File: src/trdc_cfg.svh
// Register offsets, reset values, field positions and masks of the block
`ifndef TRDC_CFG_SVH
`define TRDC_CFG_SVH

// Register offsets on the serial register port
`define TRDC_OFF_CFG        8'h03
`define TRDC_OFF_RATE       8'h04
`define TRDC_OFF_DAC_EN     8'h0C
`define TRDC_OFF_TEMP_LOC   8'h0E
`define TRDC_OFF_TEMP_REM   8'h0F
`define TRDC_OFF_ADC_FIRST  8'h1A
`define TRDC_OFF_ADC_LAST   8'h29
`define TRDC_OFF_DAC_FIRST  8'h2A
`define TRDC_OFF_DAC_LAST   8'h35
`define TRDC_OFF_LIM_LOC_HI 8'h56
`define TRDC_OFF_LIM_LOC_LO 8'h57
`define TRDC_OFF_LIM_REM_HI 8'h58
`define TRDC_OFF_LIM_REM_LO 8'h59

// Reset values
`define TRDC_CFG_RST        16'h0000
`define TRDC_RATE_RST       16'h0006
`define TRDC_DAC_EN_RST     12'hFFF
`define TRDC_LIM_HI_RST     10'h1F4
`define TRDC_LIM_LO_RST     10'h324
`define TRDC_RD_ZERO        16'h0000

// Field positions
`define TRDC_CFG_MON_BIT    0
`define TRDC_CFG_RANGE_BIT  7
`define TRDC_RATE_MSB       3
`define TRDC_RATE_LSB       0
`define TRDC_RATE_AVG_BIT   4
`define TRDC_RATE_MAX_AVG   4'h5

// Channel groupings, bit n stands for output n+1
`define TRDC_DUAL_RANGE_MASK 12'hC30
`define TRDC_BANK1_MASK      12'h03F

`endif

File: src/trdc_pkg.sv
// Types shared by the temperature result and DAC control block
package trdc_pkg;

   // Register port request from the serial interface
   typedef struct packed {
      logic [7:0] addr;
      logic [15:0] wdata;
      logic wr;
      logic rd;
   } trdc_reg_req_t;

   // Register port answer
   typedef struct packed {
      logic [15:0] rdata;
      logic ack;
   } trdc_reg_rsp_t;

   // One temperature round-robin result pair
   typedef struct packed {
      logic [9:0] local_val;
      logic [9:0] remote_val;
      logic done;
   } trdc_temp_smp_t;

   // One voltage conversion result
   typedef struct packed {
      logic [9:0] code;
      logic [3:0] chan;
      logic valid;
   } trdc_adc_smp_t;

   // Conversion rate codes
   typedef enum logic [3:0] {
      TRDC_RATE_1_16 = 4'b0000,
      TRDC_RATE_1_8  = 4'b0001,
      TRDC_RATE_1_4  = 4'b0010,
      TRDC_RATE_1_2  = 4'b0011,
      TRDC_RATE_1    = 4'b0100,
      TRDC_RATE_2    = 4'b0101,
      TRDC_RATE_4    = 4'b0110,
      TRDC_RATE_8    = 4'b0111,
      TRDC_RATE_16   = 4'b1000,
      TRDC_RATE_32   = 4'b1001
   } trdc_rate_t;

endpackage

File: src/trdc_avg.sv
// Sixteen-sample averager for one temperature channel
module trdc_avg #(
   parameter int W = 10,
   parameter int SHIFT = 4
) (
   input wire logic clk_sys_i,
   input wire logic nrst_i,
   input wire logic [W-1:0] sample_i,
   input wire logic strobe_i,
   input wire logic avg_en_i,
   input wire logic restart_i,
   output logic [W-1:0] result_o,
   output logic update_o
);

   logic [W+SHIFT-1:0] acc_q;
   logic [W+SHIFT-1:0] sum;
   logic [SHIFT-1:0] cnt_q;
   logic last;

   ////////////////////////////////////////////////////////////////////////
   // Sign-extended running sum and last-sample detect
   assign sum = acc_q + {{SHIFT{sample_i[W-1]}}, sample_i};
   assign last = (cnt_q == {SHIFT{1'b1}});

   // Accumulator; a restart discards a partial average
   always_ff @(posedge clk_sys_i or negedge nrst_i)
   begin
      if (!nrst_i)
      begin
         acc_q <= '0;
         cnt_q <= '0;
      end
      else if (restart_i || !avg_en_i)
      begin
         acc_q <= '0;
         cnt_q <= '0;
      end
      else if (strobe_i)
      begin
         acc_q <= last ? '0 : sum;
         cnt_q <= cnt_q + 1'b1;
      end
   end

   // Result and one-cycle update pulse; value held otherwise
   always_ff @(posedge clk_sys_i or negedge nrst_i)
   begin
      if (!nrst_i)
      begin
         result_o <= '0;
         update_o <= 1'b0;
      end
      else
      begin
         update_o <= 1'b0;
         if (strobe_i && !avg_en_i)
         begin
            result_o <= sample_i;
            update_o <= 1'b1;
         end
         else if (strobe_i && !restart_i && last)
         begin
            result_o <= sum[W+SHIFT-1:SHIFT];
            update_o <= 1'b1;
         end
      end
   end

endmodule

File: src/trdc_top.sv
// Temperature results, voltage results and DAC control register block
//
// Contract
// Temperature results are 10-bit two's complement, LSB a quarter degree.
// High and low temperature limits are two's complement and compared.
// Local temperature sits at offset 0x0E, remote at 0x0F.
// Upper eight bits whole degrees, lower two quarter fraction, -55..125.
// Each analog input reads as unsigned 10-bit code over 2.5 V.
// Without averaging, results refresh once per temperature cycle.
// With averaging, results refresh after 16 cycles with their mean.
// Previous temperature stays until a new valid result exists.
// Averaging permitted only at rates 1/16 up to 2 per second.
// At 4, 8, 16, 32 per second no averaging, update every cycle.
// Host halts monitoring or drops first reading around averaging change.
// Twelve DAC code registers at 0x2A to 0x35, 12 bits each.
// Codes 0 to 4095 map linearly, 4095 is full scale 5 V or 12 V.
// Every DAC output is 0 V after power-up until programmed.
// Outputs 1-4, 7-10 fixed 5 V; outputs 5-6, 11-12 dual range.
// Bit 7 of register 0x03 selects dual range; default all 5 V.
// Low bank shutdown input grounds that bank's outputs.
// Shutdown or channel clear leaves DAC codes untouched.
// Register 0x0C holds per-DAC enables, reset enabled, 0 grounds.
// Out of limit means strictly above high or strictly below low.
// Outputs 1-6 belong to bank one, outputs 7-12 to bank two.
`include "trdc_cfg.svh"

module trdc_top #(
   parameter int NDAC = 12,
   parameter int DW = 12,
   parameter int TW = 10,
   parameter int AW = 10,
   parameter int NADC = 16,
   parameter int AVG_SHIFT = 4
) (
   input wire logic clk_sys_i,
   input wire logic nrst_i,
   input wire trdc_pkg::trdc_reg_req_t reg_req_i,
   input wire trdc_pkg::trdc_temp_smp_t temp_i,
   input wire trdc_pkg::trdc_adc_smp_t adc_i,
   input wire logic first_bank_output_kill_n_i,
   input wire logic second_bank_output_kill_n_i,
   output trdc_pkg::trdc_reg_rsp_t reg_rsp_o,
   output logic [NDAC-1:0][DW-1:0] output_code_word_o,
   output logic [NDAC-1:0] dac_connect_o,
   output logic [NDAC-1:0] dac_range_high_o,
   output logic [1:0] temp_over_high_o,
   output logic [1:0] temp_under_low_o,
   output logic monitor_en_o
);

   ////////////////////////////////////////////////////////////////////////
   // Functions

   // Strict signed comparison against a limit pair
   function automatic logic [1:0] lim_check(
      input logic [TW-1:0] val,
      input logic [TW-1:0] hi,
      input logic [TW-1:0] lo
   );
      logic [1:0] r;
      r = 2'b00;
      r[1] = $signed(val) > $signed(hi);
      r[0] = $signed(val) < $signed(lo);
      return r;
   endfunction

   // Averaging is allowed only at the slow rate codes
   function automatic logic rate_avg_ok(input logic [3:0] code);
      return code <= `TRDC_RATE_MAX_AVG;
   endfunction

   // Zero-extend a narrow field onto the 16-bit read bus
   function automatic logic [15:0] ext16(input logic [11:0] v, input int w);
      logic [15:0] r;
      r = '0;
      for (int i = 0; i < 12; i++)
      begin
         if (i < w)
         begin
            r[i] = v[i];
         end
      end
      return r;
   endfunction

   ////////////////////////////////////////////////////////////////////////
   // Declarations

   logic [15:0] cfg_q;
   logic [15:0] rate_q;
   logic [NDAC-1:0] dac_en_q;
   logic [NDAC-1:0][DW-1:0] dac_q;
   logic [AW-1:0] adc_q [NADC];
   logic [TW-1:0] loc_val_q;
   logic [TW-1:0] rem_val_q;
   logic [TW-1:0] lim_loc_hi_q;
   logic [TW-1:0] lim_loc_lo_q;
   logic [TW-1:0] lim_rem_hi_q;
   logic [TW-1:0] lim_rem_lo_q;
   logic avg_eff_q;
   logic avg_eff_d;
   logic mon_en;
   logic restart;
   logic strobe;
   logic [TW-1:0] loc_res;
   logic [TW-1:0] rem_res;
   logic loc_upd;
   logic rem_upd;
   logic [7:0] dac_idx;
   logic [7:0] adc_idx;
   logic in_dac;
   logic in_adc;
   logic [15:0] rd_mux;
   logic [NDAC-1:0] bank_ok;
   logic [1:0] loc_lim;
   logic [1:0] rem_lim;

   ////////////////////////////////////////////////////////////////////////
   // Address decode helpers

   // Window decodes for the register arrays
   assign in_dac = (reg_req_i.addr >= `TRDC_OFF_DAC_FIRST) &&
                   (reg_req_i.addr <= `TRDC_OFF_DAC_LAST);
   assign in_adc = (reg_req_i.addr >= `TRDC_OFF_ADC_FIRST) &&
                   (reg_req_i.addr <= `TRDC_OFF_ADC_LAST);
   assign dac_idx = reg_req_i.addr - `TRDC_OFF_DAC_FIRST;
   assign adc_idx = reg_req_i.addr - `TRDC_OFF_ADC_FIRST;

   ////////////////////////////////////////////////////////////////////////
   // Configuration and rate registers

   // Main configuration register
   always_ff @(posedge clk_sys_i or negedge nrst_i)
   begin
      if (!nrst_i)
      begin
         cfg_q <= `TRDC_CFG_RST;
      end
      else if (reg_req_i.wr && reg_req_i.addr == `TRDC_OFF_CFG)
      begin
         cfg_q <= reg_req_i.wdata;
      end
   end

   // Conversion rate and averaging request register
   always_ff @(posedge clk_sys_i or negedge nrst_i)
   begin
      if (!nrst_i)
      begin
         rate_q <= `TRDC_RATE_RST;
      end
      else if (reg_req_i.wr && reg_req_i.addr == `TRDC_OFF_RATE)
      begin
         rate_q <= reg_req_i.wdata;
      end
   end

   // Effective averaging: requested and allowed by the rate
   assign mon_en = cfg_q[`TRDC_CFG_MON_BIT];
   assign avg_eff_d = rate_q[`TRDC_RATE_AVG_BIT] &&
      rate_avg_ok(rate_q[`TRDC_RATE_MSB:`TRDC_RATE_LSB]);

   // Registered mode, so a mode change can restart the averagers
   always_ff @(posedge clk_sys_i or negedge nrst_i)
   begin
      if (!nrst_i)
      begin
         avg_eff_q <= 1'b0;
      end
      else
      begin
         avg_eff_q <= avg_eff_d;
      end
   end

   // Stopped monitoring or a mode change drops partial averages
   assign restart = !mon_en || (avg_eff_d != avg_eff_q);
   assign strobe = temp_i.done && mon_en;

   ////////////////////////////////////////////////////////////////////////
   // Temperature averaging

   // Local channel
   trdc_avg #(
      .W(TW),
      .SHIFT(AVG_SHIFT)
   ) u_avg_loc (
      .clk_sys_i(clk_sys_i),
      .nrst_i(nrst_i),
      .sample_i(temp_i.local_val),
      .strobe_i(strobe),
      .avg_en_i(avg_eff_q),
      .restart_i(restart),
      .result_o(loc_res),
      .update_o(loc_upd)
   );

   // Remote channel
   trdc_avg #(
      .W(TW),
      .SHIFT(AVG_SHIFT)
   ) u_avg_rem (
      .clk_sys_i(clk_sys_i),
      .nrst_i(nrst_i),
      .sample_i(temp_i.remote_val),
      .strobe_i(strobe),
      .avg_en_i(avg_eff_q),
      .restart_i(restart),
      .result_o(rem_res),
      .update_o(rem_upd)
   );

   // Temperature value registers, held until a new result
   always_ff @(posedge clk_sys_i or negedge nrst_i)
   begin
      if (!nrst_i)
      begin
         loc_val_q <= '0;
         rem_val_q <= '0;
      end
      else
      begin
         if (loc_upd)
         begin
            loc_val_q <= loc_res;
         end
         if (rem_upd)
         begin
            rem_val_q <= rem_res;
         end
      end
   end

   ////////////////////////////////////////////////////////////////////////
   // Temperature limits and comparison

   // Limit registers, two's complement
   always_ff @(posedge clk_sys_i or negedge nrst_i)
   begin
      if (!nrst_i)
      begin
         lim_loc_hi_q <= `TRDC_LIM_HI_RST;
         lim_loc_lo_q <= `TRDC_LIM_LO_RST;
         lim_rem_hi_q <= `TRDC_LIM_HI_RST;
         lim_rem_lo_q <= `TRDC_LIM_LO_RST;
      end
      else if (reg_req_i.wr)
      begin
         case (reg_req_i.addr)
            `TRDC_OFF_LIM_LOC_HI: lim_loc_hi_q <= reg_req_i.wdata[TW-1:0];
            `TRDC_OFF_LIM_LOC_LO: lim_loc_lo_q <= reg_req_i.wdata[TW-1:0];
            `TRDC_OFF_LIM_REM_HI: lim_rem_hi_q <= reg_req_i.wdata[TW-1:0];
            `TRDC_OFF_LIM_REM_LO: lim_rem_lo_q <= reg_req_i.wdata[TW-1:0];
            default: ;
         endcase
      end
   end

   // Compare stored results with their limits
   assign loc_lim = lim_check(loc_val_q, lim_loc_hi_q, lim_loc_lo_q);
   assign rem_lim = lim_check(rem_val_q, lim_rem_hi_q, lim_rem_lo_q);

   // Registered limit flags; bit 0 local, bit 1 remote
   always_ff @(posedge clk_sys_i or negedge nrst_i)
   begin
      if (!nrst_i)
      begin
         temp_over_high_o <= 2'b00;
         temp_under_low_o <= 2'b00;
      end
      else
      begin
         temp_over_high_o <= {rem_lim[1], loc_lim[1]};
         temp_under_low_o <= {rem_lim[0], loc_lim[0]};
      end
   end

   ////////////////////////////////////////////////////////////////////////
   // Voltage result registers

   // Store each conversion at its channel while monitoring runs
   always_ff @(posedge clk_sys_i or negedge nrst_i)
   begin
      if (!nrst_i)
      begin
         for (int i = 0; i < NADC; i++)
         begin
            adc_q[i] <= '0;
         end
      end
      else if (adc_i.valid && mon_en)
      begin
         adc_q[adc_i.chan] <= adc_i.code;
      end
   end

   ////////////////////////////////////////////////////////////////////////
   // DAC registers

   // Code registers; only a write changes them
   always_ff @(posedge clk_sys_i or negedge nrst_i)
   begin
      if (!nrst_i)
      begin
         dac_q <= '0;
      end
      else if (reg_req_i.wr && in_dac)
      begin
         dac_q[dac_idx[3:0]] <= reg_req_i.wdata[DW-1:0];
      end
   end

   // Per-channel enable register
   always_ff @(posedge clk_sys_i or negedge nrst_i)
   begin
      if (!nrst_i)
      begin
         dac_en_q <= `TRDC_DAC_EN_RST;
      end
      else if (reg_req_i.wr && reg_req_i.addr == `TRDC_OFF_DAC_EN)
      begin
         dac_en_q <= reg_req_i.wdata[NDAC-1:0];
      end
   end

   // Bank shutdown pins map onto channel groups
   assign bank_ok = (`TRDC_BANK1_MASK & {NDAC{first_bank_output_kill_n_i}}) |
      (~`TRDC_BANK1_MASK & {NDAC{second_bank_output_kill_n_i}});

   // Output drive: code, connection and range, all registered
   always_ff @(posedge clk_sys_i or negedge nrst_i)
   begin
      if (!nrst_i)
      begin
         output_code_word_o <= '0;
         dac_connect_o <= '0;
         dac_range_high_o <= '0;
      end
      else
      begin
         output_code_word_o <= dac_q;
         dac_connect_o <= dac_en_q & bank_ok;
         dac_range_high_o <= `TRDC_DUAL_RANGE_MASK &
            {NDAC{cfg_q[`TRDC_CFG_RANGE_BIT]}};
      end
   end

   // Monitoring enable, registered for the converter sequencers
   always_ff @(posedge clk_sys_i or negedge nrst_i)
   begin
      if (!nrst_i)
      begin
         monitor_en_o <= 1'b0;
      end
      else
      begin
         monitor_en_o <= mon_en;
      end
   end

   ////////////////////////////////////////////////////////////////////////
   // Read path

   // Read multiplexer; unmapped offsets read zero
   always_comb
   begin
      rd_mux = `TRDC_RD_ZERO;
      if (in_dac)
      begin
         rd_mux = ext16(dac_q[dac_idx[3:0]], DW);
      end
      else if (in_adc)
      begin
         rd_mux = ext16({2'b00, adc_q[adc_idx[3:0]]}, AW);
      end
      else
      begin
         case (reg_req_i.addr)
            `TRDC_OFF_CFG: rd_mux = cfg_q;
            `TRDC_OFF_RATE: rd_mux = rate_q;
            `TRDC_OFF_DAC_EN: rd_mux = ext16(dac_en_q, NDAC);
            `TRDC_OFF_TEMP_LOC: rd_mux = ext16({2'b00, loc_val_q}, TW);
            `TRDC_OFF_TEMP_REM: rd_mux = ext16({2'b00, rem_val_q}, TW);
            `TRDC_OFF_LIM_LOC_HI: rd_mux = ext16({2'b00, lim_loc_hi_q}, TW);
            `TRDC_OFF_LIM_LOC_LO: rd_mux = ext16({2'b00, lim_loc_lo_q}, TW);
            `TRDC_OFF_LIM_REM_HI: rd_mux = ext16({2'b00, lim_rem_hi_q}, TW);
            `TRDC_OFF_LIM_REM_LO: rd_mux = ext16({2'b00, lim_rem_lo_q}, TW);
            default: rd_mux = `TRDC_RD_ZERO;
         endcase
      end
   end

   // Answer one cycle after a read or write request
   always_ff @(posedge clk_sys_i or negedge nrst_i)
   begin
      if (!nrst_i)
      begin
         reg_rsp_o <= '0;
      end
      else
      begin
         reg_rsp_o.ack <= reg_req_i.rd || reg_req_i.wr;
         if (reg_req_i.rd)
         begin
            reg_rsp_o.rdata <= rd_mux;
         end
      end
   end

endmodule

File: config.mk
export PLATFORM = sky130hd
export DESIGN_NAME = trdc_top
export DESIGN_NICKNAME = d
export VERILOG_FILES = /design/src/trdc_pkg.sv /design/src/trdc_avg.sv /design/src/trdc_top.sv
export VERILOG_INCLUDE_DIRS = /design/src /design/src/src
export SDC_FILE = /design/constraint.sdc
export NUM_CORES = 1
export LEC_CHECK = 0
export BUFFER_PORTS_ARGS = -buffer_cell sky130_fd_sc_hd__clkbuf_2
export CORE_MARGIN = 4
export CORE_UTILIZATION = 60
export CTS_CLUSTER_DIAMETER = 50
export DETAILED_ROUTE_END_ITERATION = 16
export GPL_TIMING_DRIVEN = 1
export PLACE_DENSITY = 0.8
export SLEW_MARGIN = 15
export SYNTH_ARGS = -nofsm -noshare
export SYNTH_HDL_FRONTEND = slang
export SYNTH_SLANG_ARGS = --single-unit
File: constraint.sdc
create_clock -name clk_sys_i -period 4 [get_ports clk_sys_i]
set_input_delay 0.8 -clock clk_sys_i [delete_from_list [all_inputs] [get_ports clk_sys_i]]
set_output_delay 0.8 -clock clk_sys_i [all_outputs]
set_load 0.1 [all_outputs]
Yosys cells after proc, flatten, opt, wreduce, memory -nomap -nowiden
Index checks and enable logic that the tools add are counted.

Output and inout bits: 190. Bits in registers: 646. Word-level logic and storage cells: 161.

Order comparisons: 14. Bitwise logic cells: 4. Add/sub/neg operators: 6. Eq/ne operators: 12. Mux-type cells: 32. Reduce and logical (&&, ||, !) cells: 28.

Operators with widths (count): bitwise mux 160 bit (1); bitwise mux 144 bit (1); one-hot mux 16 bit (9 select lines) (1); two-way mux 14 bit (6); two-way mux 10 bit (7); binary-select mux 12 bit (select 4 bit) (1); demux 12 bit (select 4 bit) (1); binary-select mux 10 bit (select 4 bit) (1); demux 10 bit (select 4 bit) (1); == test 8 x 7 -> 1 bit (second input constant) (4); two-way mux 16 bit (2); adder 14 bit (2); == test 8 x 4 -> 1 bit (second input constant) (3); two-way mux 12 bit (2); > comparator 10 bit (2); < comparator 10 bit (2); less-or-equal comparator 8 x 6 -> 1 bit (second input constant) (2); two-way mux 4 bit (4); logical AND 1 bit (15); bitwise AND 12 bit (1); OR 6 x 12 -> 12 bit (1); >= comparator 5 bit (second input constant) (2); NOT 4 -> 5 bit (2); adder 4 x 1 -> 4 bit (second input constant) (2); 16 further kinds (30).

Depth between registers and ports, before layout
Gate-level depths: netlist (run 1).

Depth after elaboration: 9. Gate-level depth with buffers: 12. Depth with buffers taken out: 11.

Hierarchy
Synthesis (run 1) repeated with hierarchy kept, for this count alone.

Cells, all modules: 2093. Area total of the unflattened synthesis: 28355.9 um^2.

By module, submodules not included: trdc_top (cells an instance 1688, area each 24534.8 um^2, instances 1); trdc_avg (u_avg_loc) (cells an instance 207, area each 1924.3 um^2, instances 1); trdc_avg (u_avg_rem) (cells an instance 198, area each 1896.8 um^2, instances 1).

Least setup slack after synthesis (run 1)
OpenSTA, ideal clock, no wires.

Path kind: input-to-reg. From: input reg_req_i[19] (netlist name). To: register reg_rsp_o[4] (netlist name). Library setup time: 134 ps. Data arrival time: 2755 ps. Required time: 3866 ps. Cell stages on the path: 8. Buffers on the path: 2. Slack: 1111 ps. Path through: buf_2 -> inv_2 -> ha_1 -> xor2_2 -> buf_2 -> mux4_2 -> a211oi_1 -> o22ai_1.

Longest elaborated chain between the ends: 7. Elaborated cells on any way between the ends: 26. Classes of those cells: add/sub (2); order compare (4); eq/ne (9); mux (8); bitwise (1); reduce/logical (2).

RTL lines: start: declaration (RTL line trdc_top.sv:37) `input wire trdc_pkg::trdc_reg_req_t reg_req_i,`; subtractor 4 bit (no source line); NOT 4 -> 5 bit (not written as such) (RTL line trdc_top.sv:374) `rd_mux = ext16({2'b00, adc_q[adc_idx[3:0]]}, AW);`; binary-select mux 10 bit (select 4 bit) (RTL line trdc_top.sv:374); two-way mux 10 bit (not written as such) (2 in series) (RTL line trdc_top.sv:374); two-way mux 16 bit (RTL line trdc_top.sv:372) `else if (in_adc)`; two-way mux 16 bit (*) (RTL line trdc_top.sv:368) `if (in_dac)`; end: declaration (RTL line trdc_top.sv:42) `output trdc_pkg::trdc_reg_rsp_t reg_rsp_o,`.

Every way passes the cells marked *; elsewhere a longest branch is shown, timed or not. The select of a mux whose other input is x is not followed. A chain may end at the register's enable or synchronous reset.

Final worst setup path (run 1)
From: input reg_req_i[19] (netlist name). To: register reg_rsp_o[10] (netlist name).

The elaborated chain is that of the path after synthesis.

==> results.txt, run 1 <==
The vertical die dimension came out at 224 um. The share of layout cells above drive strength 1 is between 30% and 40%. The number of setup buffers added after CTS is 0. The cell area that synthesis handed to floorplanning was 0.0281 mm^2.

The number of instances in the placed design came out at roughly 2800. The endpoint type of the worst setup path is a register. Using the TritonRoute via totals, the vias-per-cell ratio works out to 6.32.

The max-capacitance violation count is 0. On the worst path, the slowest cell contributes a delay of 0.88 ns. The leakage power summed over all cells is 16.3 nW. The count of unresolved DRC violations after routing came out at 0.

The pin count of the biggest net entering global routing is 118. The clock tree from TritonCTS is done. At the pin with the least slew margin, the transition time is roughly 1.1 ns.

The data arrival time of the critical path came out at 3.68 ns. The worst path required time came out at 4.44 ns. At the end of the flow, the number of nets in the layout was about 2400.

The design draws 16.0 mW. The depth of the CTS H-tree came out at 3. The switching power came out at 4.44 mW. In this run the critical register-to-register path is launched from u_avg_loc.acc_q[3]. In this run the deepest clock path goes through 3 buffers. The global-route usage over all layers is 30.3%. The number of endpoints with negative hold slack in the final report is 0. The peak ir drop on the vdd network is 0.000484 V. The floorplan core area came out at around 0.046 mm^2. The worst reg-to-reg setup slack came out at 1.40 ns. The largest individual stage delay along the critical path comes from the cell a2111oi_0. After clock tree synthesis, the clock-pin slew on the worst setup and hold paths is approximately 0.060 ns. The number of sinks driven by the clock tree is roughly 650. The synthesized area per cell came out at around 14 um^2. The worst register-to-register path ends at u_avg_loc.result_o[9]. Row generation in the floorplan step produced 79 rows. The sequential share of power is 44.6%.

The run finished with clean final reports. The biggest area contributor in the post-synthesis netlist is dfrtp_1. The number of antenna diodes in the final layout is 0.

Excluding fillers, the count of instances in the completed layout stands at between 2000 and 3000. The initial antenna violation count came out at 1. The total of hold buffers inserted after clock tree synthesis is 0.

Based on the critical path, the design can be clocked at up to 0.308 GHz. The internal power of the cells totals 11.6 mW. The routed design could run at a clock period as short as 3.24 ns. The proportion of netlist area held by the largest area contributor came out at 54.5%. Setup repair after global routing left no endpoint under its margin.

Counting stages on the worst path, the most repeated cell is buf_4. The HPWL after detailed placement is 52400 um. Together, buffers and inverters on the worst path number 3. The initial core utilization is 60.5%. The DRC violation total after the first TritonRoute iteration is about 1700. The setup path with the least slack is of type in2reg. The number of synthesized flops with an enable pin came out at 0. Sorting the synthesized cells by how often they occur yields dfrtp_1 (612), mux2_2 (238), mux2_1 (169), nand2_1 (133), mux4_2 (79). The number of global-route vias before repair is 19100.

The via total after detailed routing is ~18000. The worst hold-check path type is in2async. The post-cts resize count came out at 0. The number of synthesized register bits is 646.

The congestion estimate from routability-driven global placement came to between 0.9 and 1. By instance count, the leading cell after synthesis is dfrtp_1. The power per cell area is 493 mW/mm^2. The relative contribution of the clock network to total power came out at 42.6%.

The finished layout cell area came out at 0.0325 mm^2. The post-synthesis compound-gate area fraction came out at under 10%. At the later pin of the worst-skew pair, clock insertion delay measures 0.61 ns. Of the total synthesized cell area, the portion taken by AND, OR, NAND and NOR gates is 5.21%. The post-synthesis to final-layout area growth is 15.6%. STA classifies the critical path startpoint as an input pin.

The number of cells on the worst reg-to-reg path is 9. Setup violations remaining at the end of the flow were counted as 0. In the final routed layout, each cell accounts on average for 26.1 um.

The die width came out at 224 um. The signal on the critical path passes through buf_4, buf_4, nor2_1, nand2_1, nor2_1, buf_4, nand2_1, o21ai_0, a221o_1, a2111oi_0, a221oi_1. The fraction of power consumed by combinational cells is 12.8%. The sum of negative setup slack is 0 ns. The first-pass iteration count of the detailed router is 5. The worst path uses 81.0% of the clock period. The number of top-level pins came out at around 260. The number of distinct library cell variants in the gate-level netlist after synthesis came out at 71. The proportion of synthesized area in mux cells is 24.1%. The total routed wirelength came out at 76200 um.

The tightest hold path in the finished design has a slack of roughly 0.19 ns. Of all flip-flops after synthesis, the portion carrying an async set or reset was 100%. The fraction of the yosys area taken by sequential cells is 57.6%. The arithmetic-cell share of the synthesized area counting full adders, half adders and majority gates is under 10%. The tree is rooted in a clkbuf_16. The cell count after synthesis came out at 2007. Counting the buffers created by CTS gives 68. The worst slew slack as a fraction of its limit is 27.4%. Between clock sinks in the finished design, the worst skew comes to about 0.022 ns. The global-route wire length before repair came out at ~120000 um. The proportion of total power due to net switching came out at 27.7%. After synthesis, the largest family of logic cells by area is multiplexers.

The number of buffers inserted by port buffering came out at about 250. The synthesized netlist devotes 1.05% of its cell area to XOR and XNOR gates. In this run the cell area measured after placement is 0.0301 mm^2. The die covers ~0.050 mm^2. The maximum net fanout on the critical path is 18. The number of warnings issued by yosys came out at 0. The total count of max-transition violations in the final report came out at 0.

The leftover overflow at the end of global routing is 0. The number of routed nets with antenna violations came out at 0. By area the synthesized netlist is led by dfrtp_1 (54%), mux2_2 (9.5%), mux2_1 (6.8%). In this design, the largest share of critical-path delay is due to compound AO/OA/AOI/OAI gates. For this run, the leading register cell type out of synthesis is dfrtp_1.
## through the flow
| step | util [%] | setup slack [ns] |
|---|---|---|
| global placement | 64.7 | 0.382 |
| CTS | 70.0 | 0.817 |
| detailed placement | 64.7 | 0.307 |
| finish | 70.0 | 0.758 |
| global route | 70.0 | 0.716 |
| floorplan | - | 1.11 |
## cells by family (layout without fill, tap and decap cells)
kind of cell,after synthesis,in the layout
xor gates and xnor gates,33,33
DFF,646,646
adders and majority gates,70,70
buffers and inverters,183,480
and+or+nand+nor,315,315
muxes,516,516
AOI/OAI and AO/OA,243,243
other,1,8
## per-layer routing
| metal | share of wire [%] | GRT usage [%] | vias to the layer above |
|---|---|---|---|
| met5 | 0 | 0 | - |
| met4 | 3.8 | 10.5 | 0 |
| met3 | 6.8 | 5.46 | 197 |
| met2 | 48 | 49.0 | 821 |
| met1 | 41 | 42.4 | 9676 |
| li1 | - | - | 7752 |
## cell type report
type / instances / area [um^2]
multi-input combinational: 1185 / 11100
sequential: 646 / 16200
fill: 3051 / 13900
timing repair buffer: 294 / 1710
inverter: 66 / 248
clock inverter: 28 / 515
tap: 607 / 759
clock buffer: 92 / 1930
## sequential cells by signal (all words and copies together) (netlist names), 12 cells and up
signal and flops:
adc_q 160, dac_q 144, output_code_word_o 144, reg_rsp_o 17, cfg_q 16, rate_q 16, u_avg_loc.acc_q 14, u_avg_rem.acc_q 14
dac_connect_o 12, dac_en_q 12
## worst register-to-register path: stages, from the launching register on
cell and delay (ns):
dfrtp_1 0.38, ha_1 0.33, a21oi_1 0.17, o22ai_1 0.12, a311o_1 0.42, a31oi_1 0.31, nor4_1 0.10, nor3_2 0.28
xnor2_1 0.21, o221ai_1 0.16
## power groups by stage
stage / registers (mW) / logic [mW] / clock network [mW]
2_1_floorplan: 7.84 / 0.796 / 0
3_3_place_gp: 7.23 / 1.99 / 0
3_5_place_dp: 7.26 / 2.05 / 0
4_1_cts: 7.14 / 2.06 / 6.88
5_1_grt: 7.18 / 2.19 / 7.16
6_report: 7.15 / 2.06 / 6.82
## layout by cell type, fill, tap and decap left out, types with 11 or more instances in the layout
| cell | n |
|---|---|
| mux2i_1 | 23 |
| buf_4 | 40 |
| and2_1 | 17 |
| dfstp_2 | 34 |
| inv_1 | 64 |
| nor2_1 | 73 |
| mux4_2 | 79 |
| o21a_1 | 13 |
| clkbuf_1 | 11 |
| nand2_1 | 133 |
| a22oi_1 | 18 |
| nand3_1 | 27 |
| ha_1 | 68 |
| dfrtp_1 | 612 |
| o21ai_0 | 56 |
| clkbuf_16 | 69 |
| mux2_2 | 238 |
| a221oi_1 | 11 |
| xor2_1 | 14 |
| a21oi_1 | 40 |
| clkbuf_2 | 244 |
| a22o_1 | 20 |
| clkbuf_8 | 12 |
| o22ai_1 | 12 |
| bufinv_16 | 11 |
| mux2_1 | 169 |
| xnor2_1 | 18 |
## worst max-delay path by stage
stage,startpoint,end,slack (ns),depth (start not counted)
finish,reg_req_i[19],reg_rsp_o[10],0.76,11
global route,reg_req_i[19],reg_rsp_o[10],0.72,11
CTS,reg_req_i[19],reg_rsp_o[10],0.82,11
detailed placement,reg_req_i[19],reg_rsp_o[10],0.31,11
global placement,reg_req_i[19],reg_rsp_o[10],0.38,11
floorplan,reg_req_i[19],reg_rsp_o[4],1.11,8
No activity file was read; power rests on OpenSTA's default activity.
==> inputs of run 2 (changes only) <==
==> constraint.sdc (replaced) <==
create_clock -name clk_sys_i -period 3.25 [get_ports clk_sys_i]
set_input_delay 0.65 -clock clk_sys_i [delete_from_list [all_inputs] [get_ports clk_sys_i]]
set_output_delay 0.65 -clock clk_sys_i [all_outputs]
set_load 0.1 [all_outputs]
==> run 2 against run 1 <==
Global-route usage decreased by 0.71 points. Via count decreased by 0.62%. Non-clock buffer count increased by 32. Hold slack got worse by 0.11 ns. Sequential share of layout area about the same. Clock skew increased by 0.0012 ns. Cell count increased by 1.1%. Largest cell class unchanged.
==> results.txt, run 2 (synthesized netlist as in run 1, its figures left out) <==
The sum of negative setup slack is 0 ns (unchanged). The global-route usage over all layers is 29.6% (was 30.3%). The vertical die dimension was 224 um (unchanged). The average vias per placed instance was 6.22 (was 6.32). Most frequent cells in the layout: dfrtp_1 (612), clkbuf_2 (244), mux2_2 (238), mux2_1 (169), nand2_1 (133) (unchanged). The net total in the final layout came out at 2428 (was 2397).

Outcome: finished clean (unchanged). The final cell count without fillers is 2949 (was 2918). The data arrival time of the critical path came to 3.04 ns (was 3.68 ns). The type of origin of the critical path was an input pin (unchanged).

The number of global-route vias before repair came out at 18900 (was 19100). The maximum clock path buffer count came out at 3 (unchanged). The clock tree from TritonCTS was done (unchanged). The routability congestion estimate is 0.968 (was 0.946). The measured slew at the worst slew-check pin is 0.838 ns (was 1.08 ns). The depth of the CTS H-tree came to 3 (unchanged).

The initial antenna violation count is 0 (was 1). The TritonCTS buffer count is 67 (was 68). The start of the worst register-to-register path was u_avg_rem.acc_q[0] (was u_avg_loc.acc_q[3]). The number of instances in the placed design came out at 2830 (was 2798). The worst hold-check path type is in2async (unchanged).

The average detailed-routed wire length per instance is 25.2 um (was 26.1 um). The pin count of the biggest net entering global routing came out at 88 (was 118). The leftover overflow at the end of global routing was 0 (unchanged). The final setup violation count is 0 (unchanged). The number of sinks driven by the clock tree was 646 (unchanged). The power per cell area is 583 mW/mm^2 (was 493 mW/mm^2).

The clock-pin slew of the registers on the worst-case setup and hold paths came out at 0.06 ns (about the same). The floorplan core area is 0.0465 mm^2 (unchanged). The destination of the worst register-to-register timing path is u_avg_rem.result_o[8] (was u_avg_loc.result_o[9]). The number of setup buffers added after CTS came out at 0 (unchanged). The die width is 224 um (unchanged). The worst slew slack as a fraction of its limit is 43.7% (was 27.4%). Biggest regs: adc_q (160), dac_q (144), output_code_word_o (144) (unchanged).

The number of flip-flops in the largest register came out at 160 (unchanged). The share of the core filled with cells was 70.0% (about the same). The initial core utilization came out at 60.5% (unchanged). The overall die area is 0.0504 mm^2 (unchanged).

The post-cts resize count is 0 (unchanged). The switching power is 5.30 mW (was 4.44 mW). The maximum net fanout on the critical path came out at 47 (was 18). The via total after detailed routing came out at 18300 (was 18400). The peak ir drop on the vdd network came out at 0.000573 V (was 0.000484 V).

The fmax came out at 0.389 GHz. The global-route wire length before repair came to 114000 um (was 117000 um). The proportion of total power due to net switching came out at 27.9% (was 27.7%). The root cell of the clock tree is clkbuf_16 (unchanged). The count of fill cells added during filler insertion came out at 3019 (was 3051). RSZ-0062 raised after global routing: no (unchanged). The share of layout cells above drive strength 1 was 34.1% (was 33.4%). The number of buffers inserted by port buffering came out at 247 (unchanged). The total of hold buffers inserted after clock tree synthesis is 0 (unchanged). The clock skew came out at 0.0231 ns (was 0.0218 ns).

The combined area of the multi-input logic cells is 0.0111 mm^2 (about the same). The number of top-level pins is 256 (unchanged). The fraction of power consumed by combinational cells is 13.4% (was 12.8%).

The post-synthesis to final-layout area growth was 15.6% (about the same). The placement row count is 79 (unchanged). The total half-perimeter wirelength after legalization and detailed placement came out at 51800 um (was 52400 um). The number of routed nets with antenna violations was 0 (unchanged). The clock period minus worst slack is 2.57 ns.

The worst reg-to-reg setup slack is 0.74 ns (was 1.40 ns). The DRC violation total after the first TritonRoute iteration is 1933 (was 1739). The number of endpoints with negative hold slack in the final report came to 0 (unchanged). The flip-flop and latch area came out at 0.0162 mm^2 (unchanged). The most common library cell in the layout ignoring fill and taps was dfrtp_1 (unchanged). The final critical-path share of the clock period is slightly below 80%. The relative contribution of the clock network to total power is 40.2% (was 42.6%).

The register with the highest flop count is adc_q (unchanged). The category of the critical setup timing path was in2reg (unchanged). The worst path required time is 3.72 ns (was 4.44 ns).

The first-pass iteration count of the detailed router is 6 (was 5). The endpoint type of the worst setup path is a register (unchanged). The total count of max-transition violations in the final report came out at 0 (unchanged).

The leakage power summed over all cells is 16.4 nW (was 16.3 nW). The max-capacitance violation count was 0 (unchanged). The clock latency on the worst-skew pair came out at 0.60 ns (was 0.61 ns).

The sequential share of power came out at 46.4% (was 44.6%). The number of cells traversed by the worst register-to-register path came out at 11 (was 9). The count of unresolved DRC violations after routing is 0 (unchanged).

The internal power contribution is 13.7 mW (was 11.6 mW). The total routed wirelength is 74200 um (was 76200 um).
## run 2: per-stage QoR
| stage | power (mW) | worst slack [ns] | instance area (um^2) | hold slack [ns] |
|---|---|---|---|---|
| final | 19.0 | 0.677 | 32500 | 0.0765 |
| after detailed placement | 11.5 | 0.154 | 30300 | 0.381 |
| after floorplan | 10.6 | 0.511 | 28100 | 0.352 |
| after global routing | 19.6 | 0.536 | 32500 | 0.116 |
| after CTS | 19.1 | 0.760 | 32500 | 0.102 |
| after global placement | 11.4 | 0.157 | 30300 | 0.374 |
## run 2: cell type report
cell class	count	share of cell area, %
multi-input cells	1185	34.2
clock buffers	94	5.81
flip-flops and latches	646	49.8
diodes	1	0.00770
repair buffers	326	6.07
well taps	607	2.34
inverters	66	0.762
clock inverters	24	0.950
## run 2: power groups by stage
stage	Clock [mW]	Combinational (mW)	Sequential, mW
floorplan	0	0.980	9.66
global placement	0	2.47	8.90
detailed placement	0	2.53	8.93
CTS	7.75	2.55	8.79
global route	8.10	2.71	8.83
finish	7.63	2.54	8.80
## run 2: worst max-delay path by stage
stage / start / to / slack (ns)
3_5_place_dp: reg_req_i[19] / reg_rsp_o[10] / 0.15
4_1_cts: u_avg_loc.acc_q[0] / u_avg_loc.result_o[8] / 0.76
5_1_grt: u_avg_rem.acc_q[0] / u_avg_rem.result_o[8] / 0.54
6_report: reg_req_i[19] / reg_rsp_o[10] / 0.68
3_3_place_gp: reg_req_i[19] / reg_rsp_o[10] / 0.16
2_1_floorplan: reg_req_i[19] / reg_rsp_o[4] / 0.51
## run 2: layer usage
layer	global-route usage [%]	share of wire, %	vias up
met4	11.5	4.6	0
met5	0	0	-
met2	47.2	47	845
met3	6.24	8.1	213
li1	-	-	7845
met1	40.8	40	9428
## run 2: worst max-delay path, stage by stage
cell and delay [ns]:
buf_4 0.13, buf_12 0.26, a21oi_1 0.12, nand2_1 0.07, o21ai_1 0.07, nand3_1 0.43, nand2_1 0.33, a2111oi_0 0.63
buf_4 0.23, a221oi_1 0.07
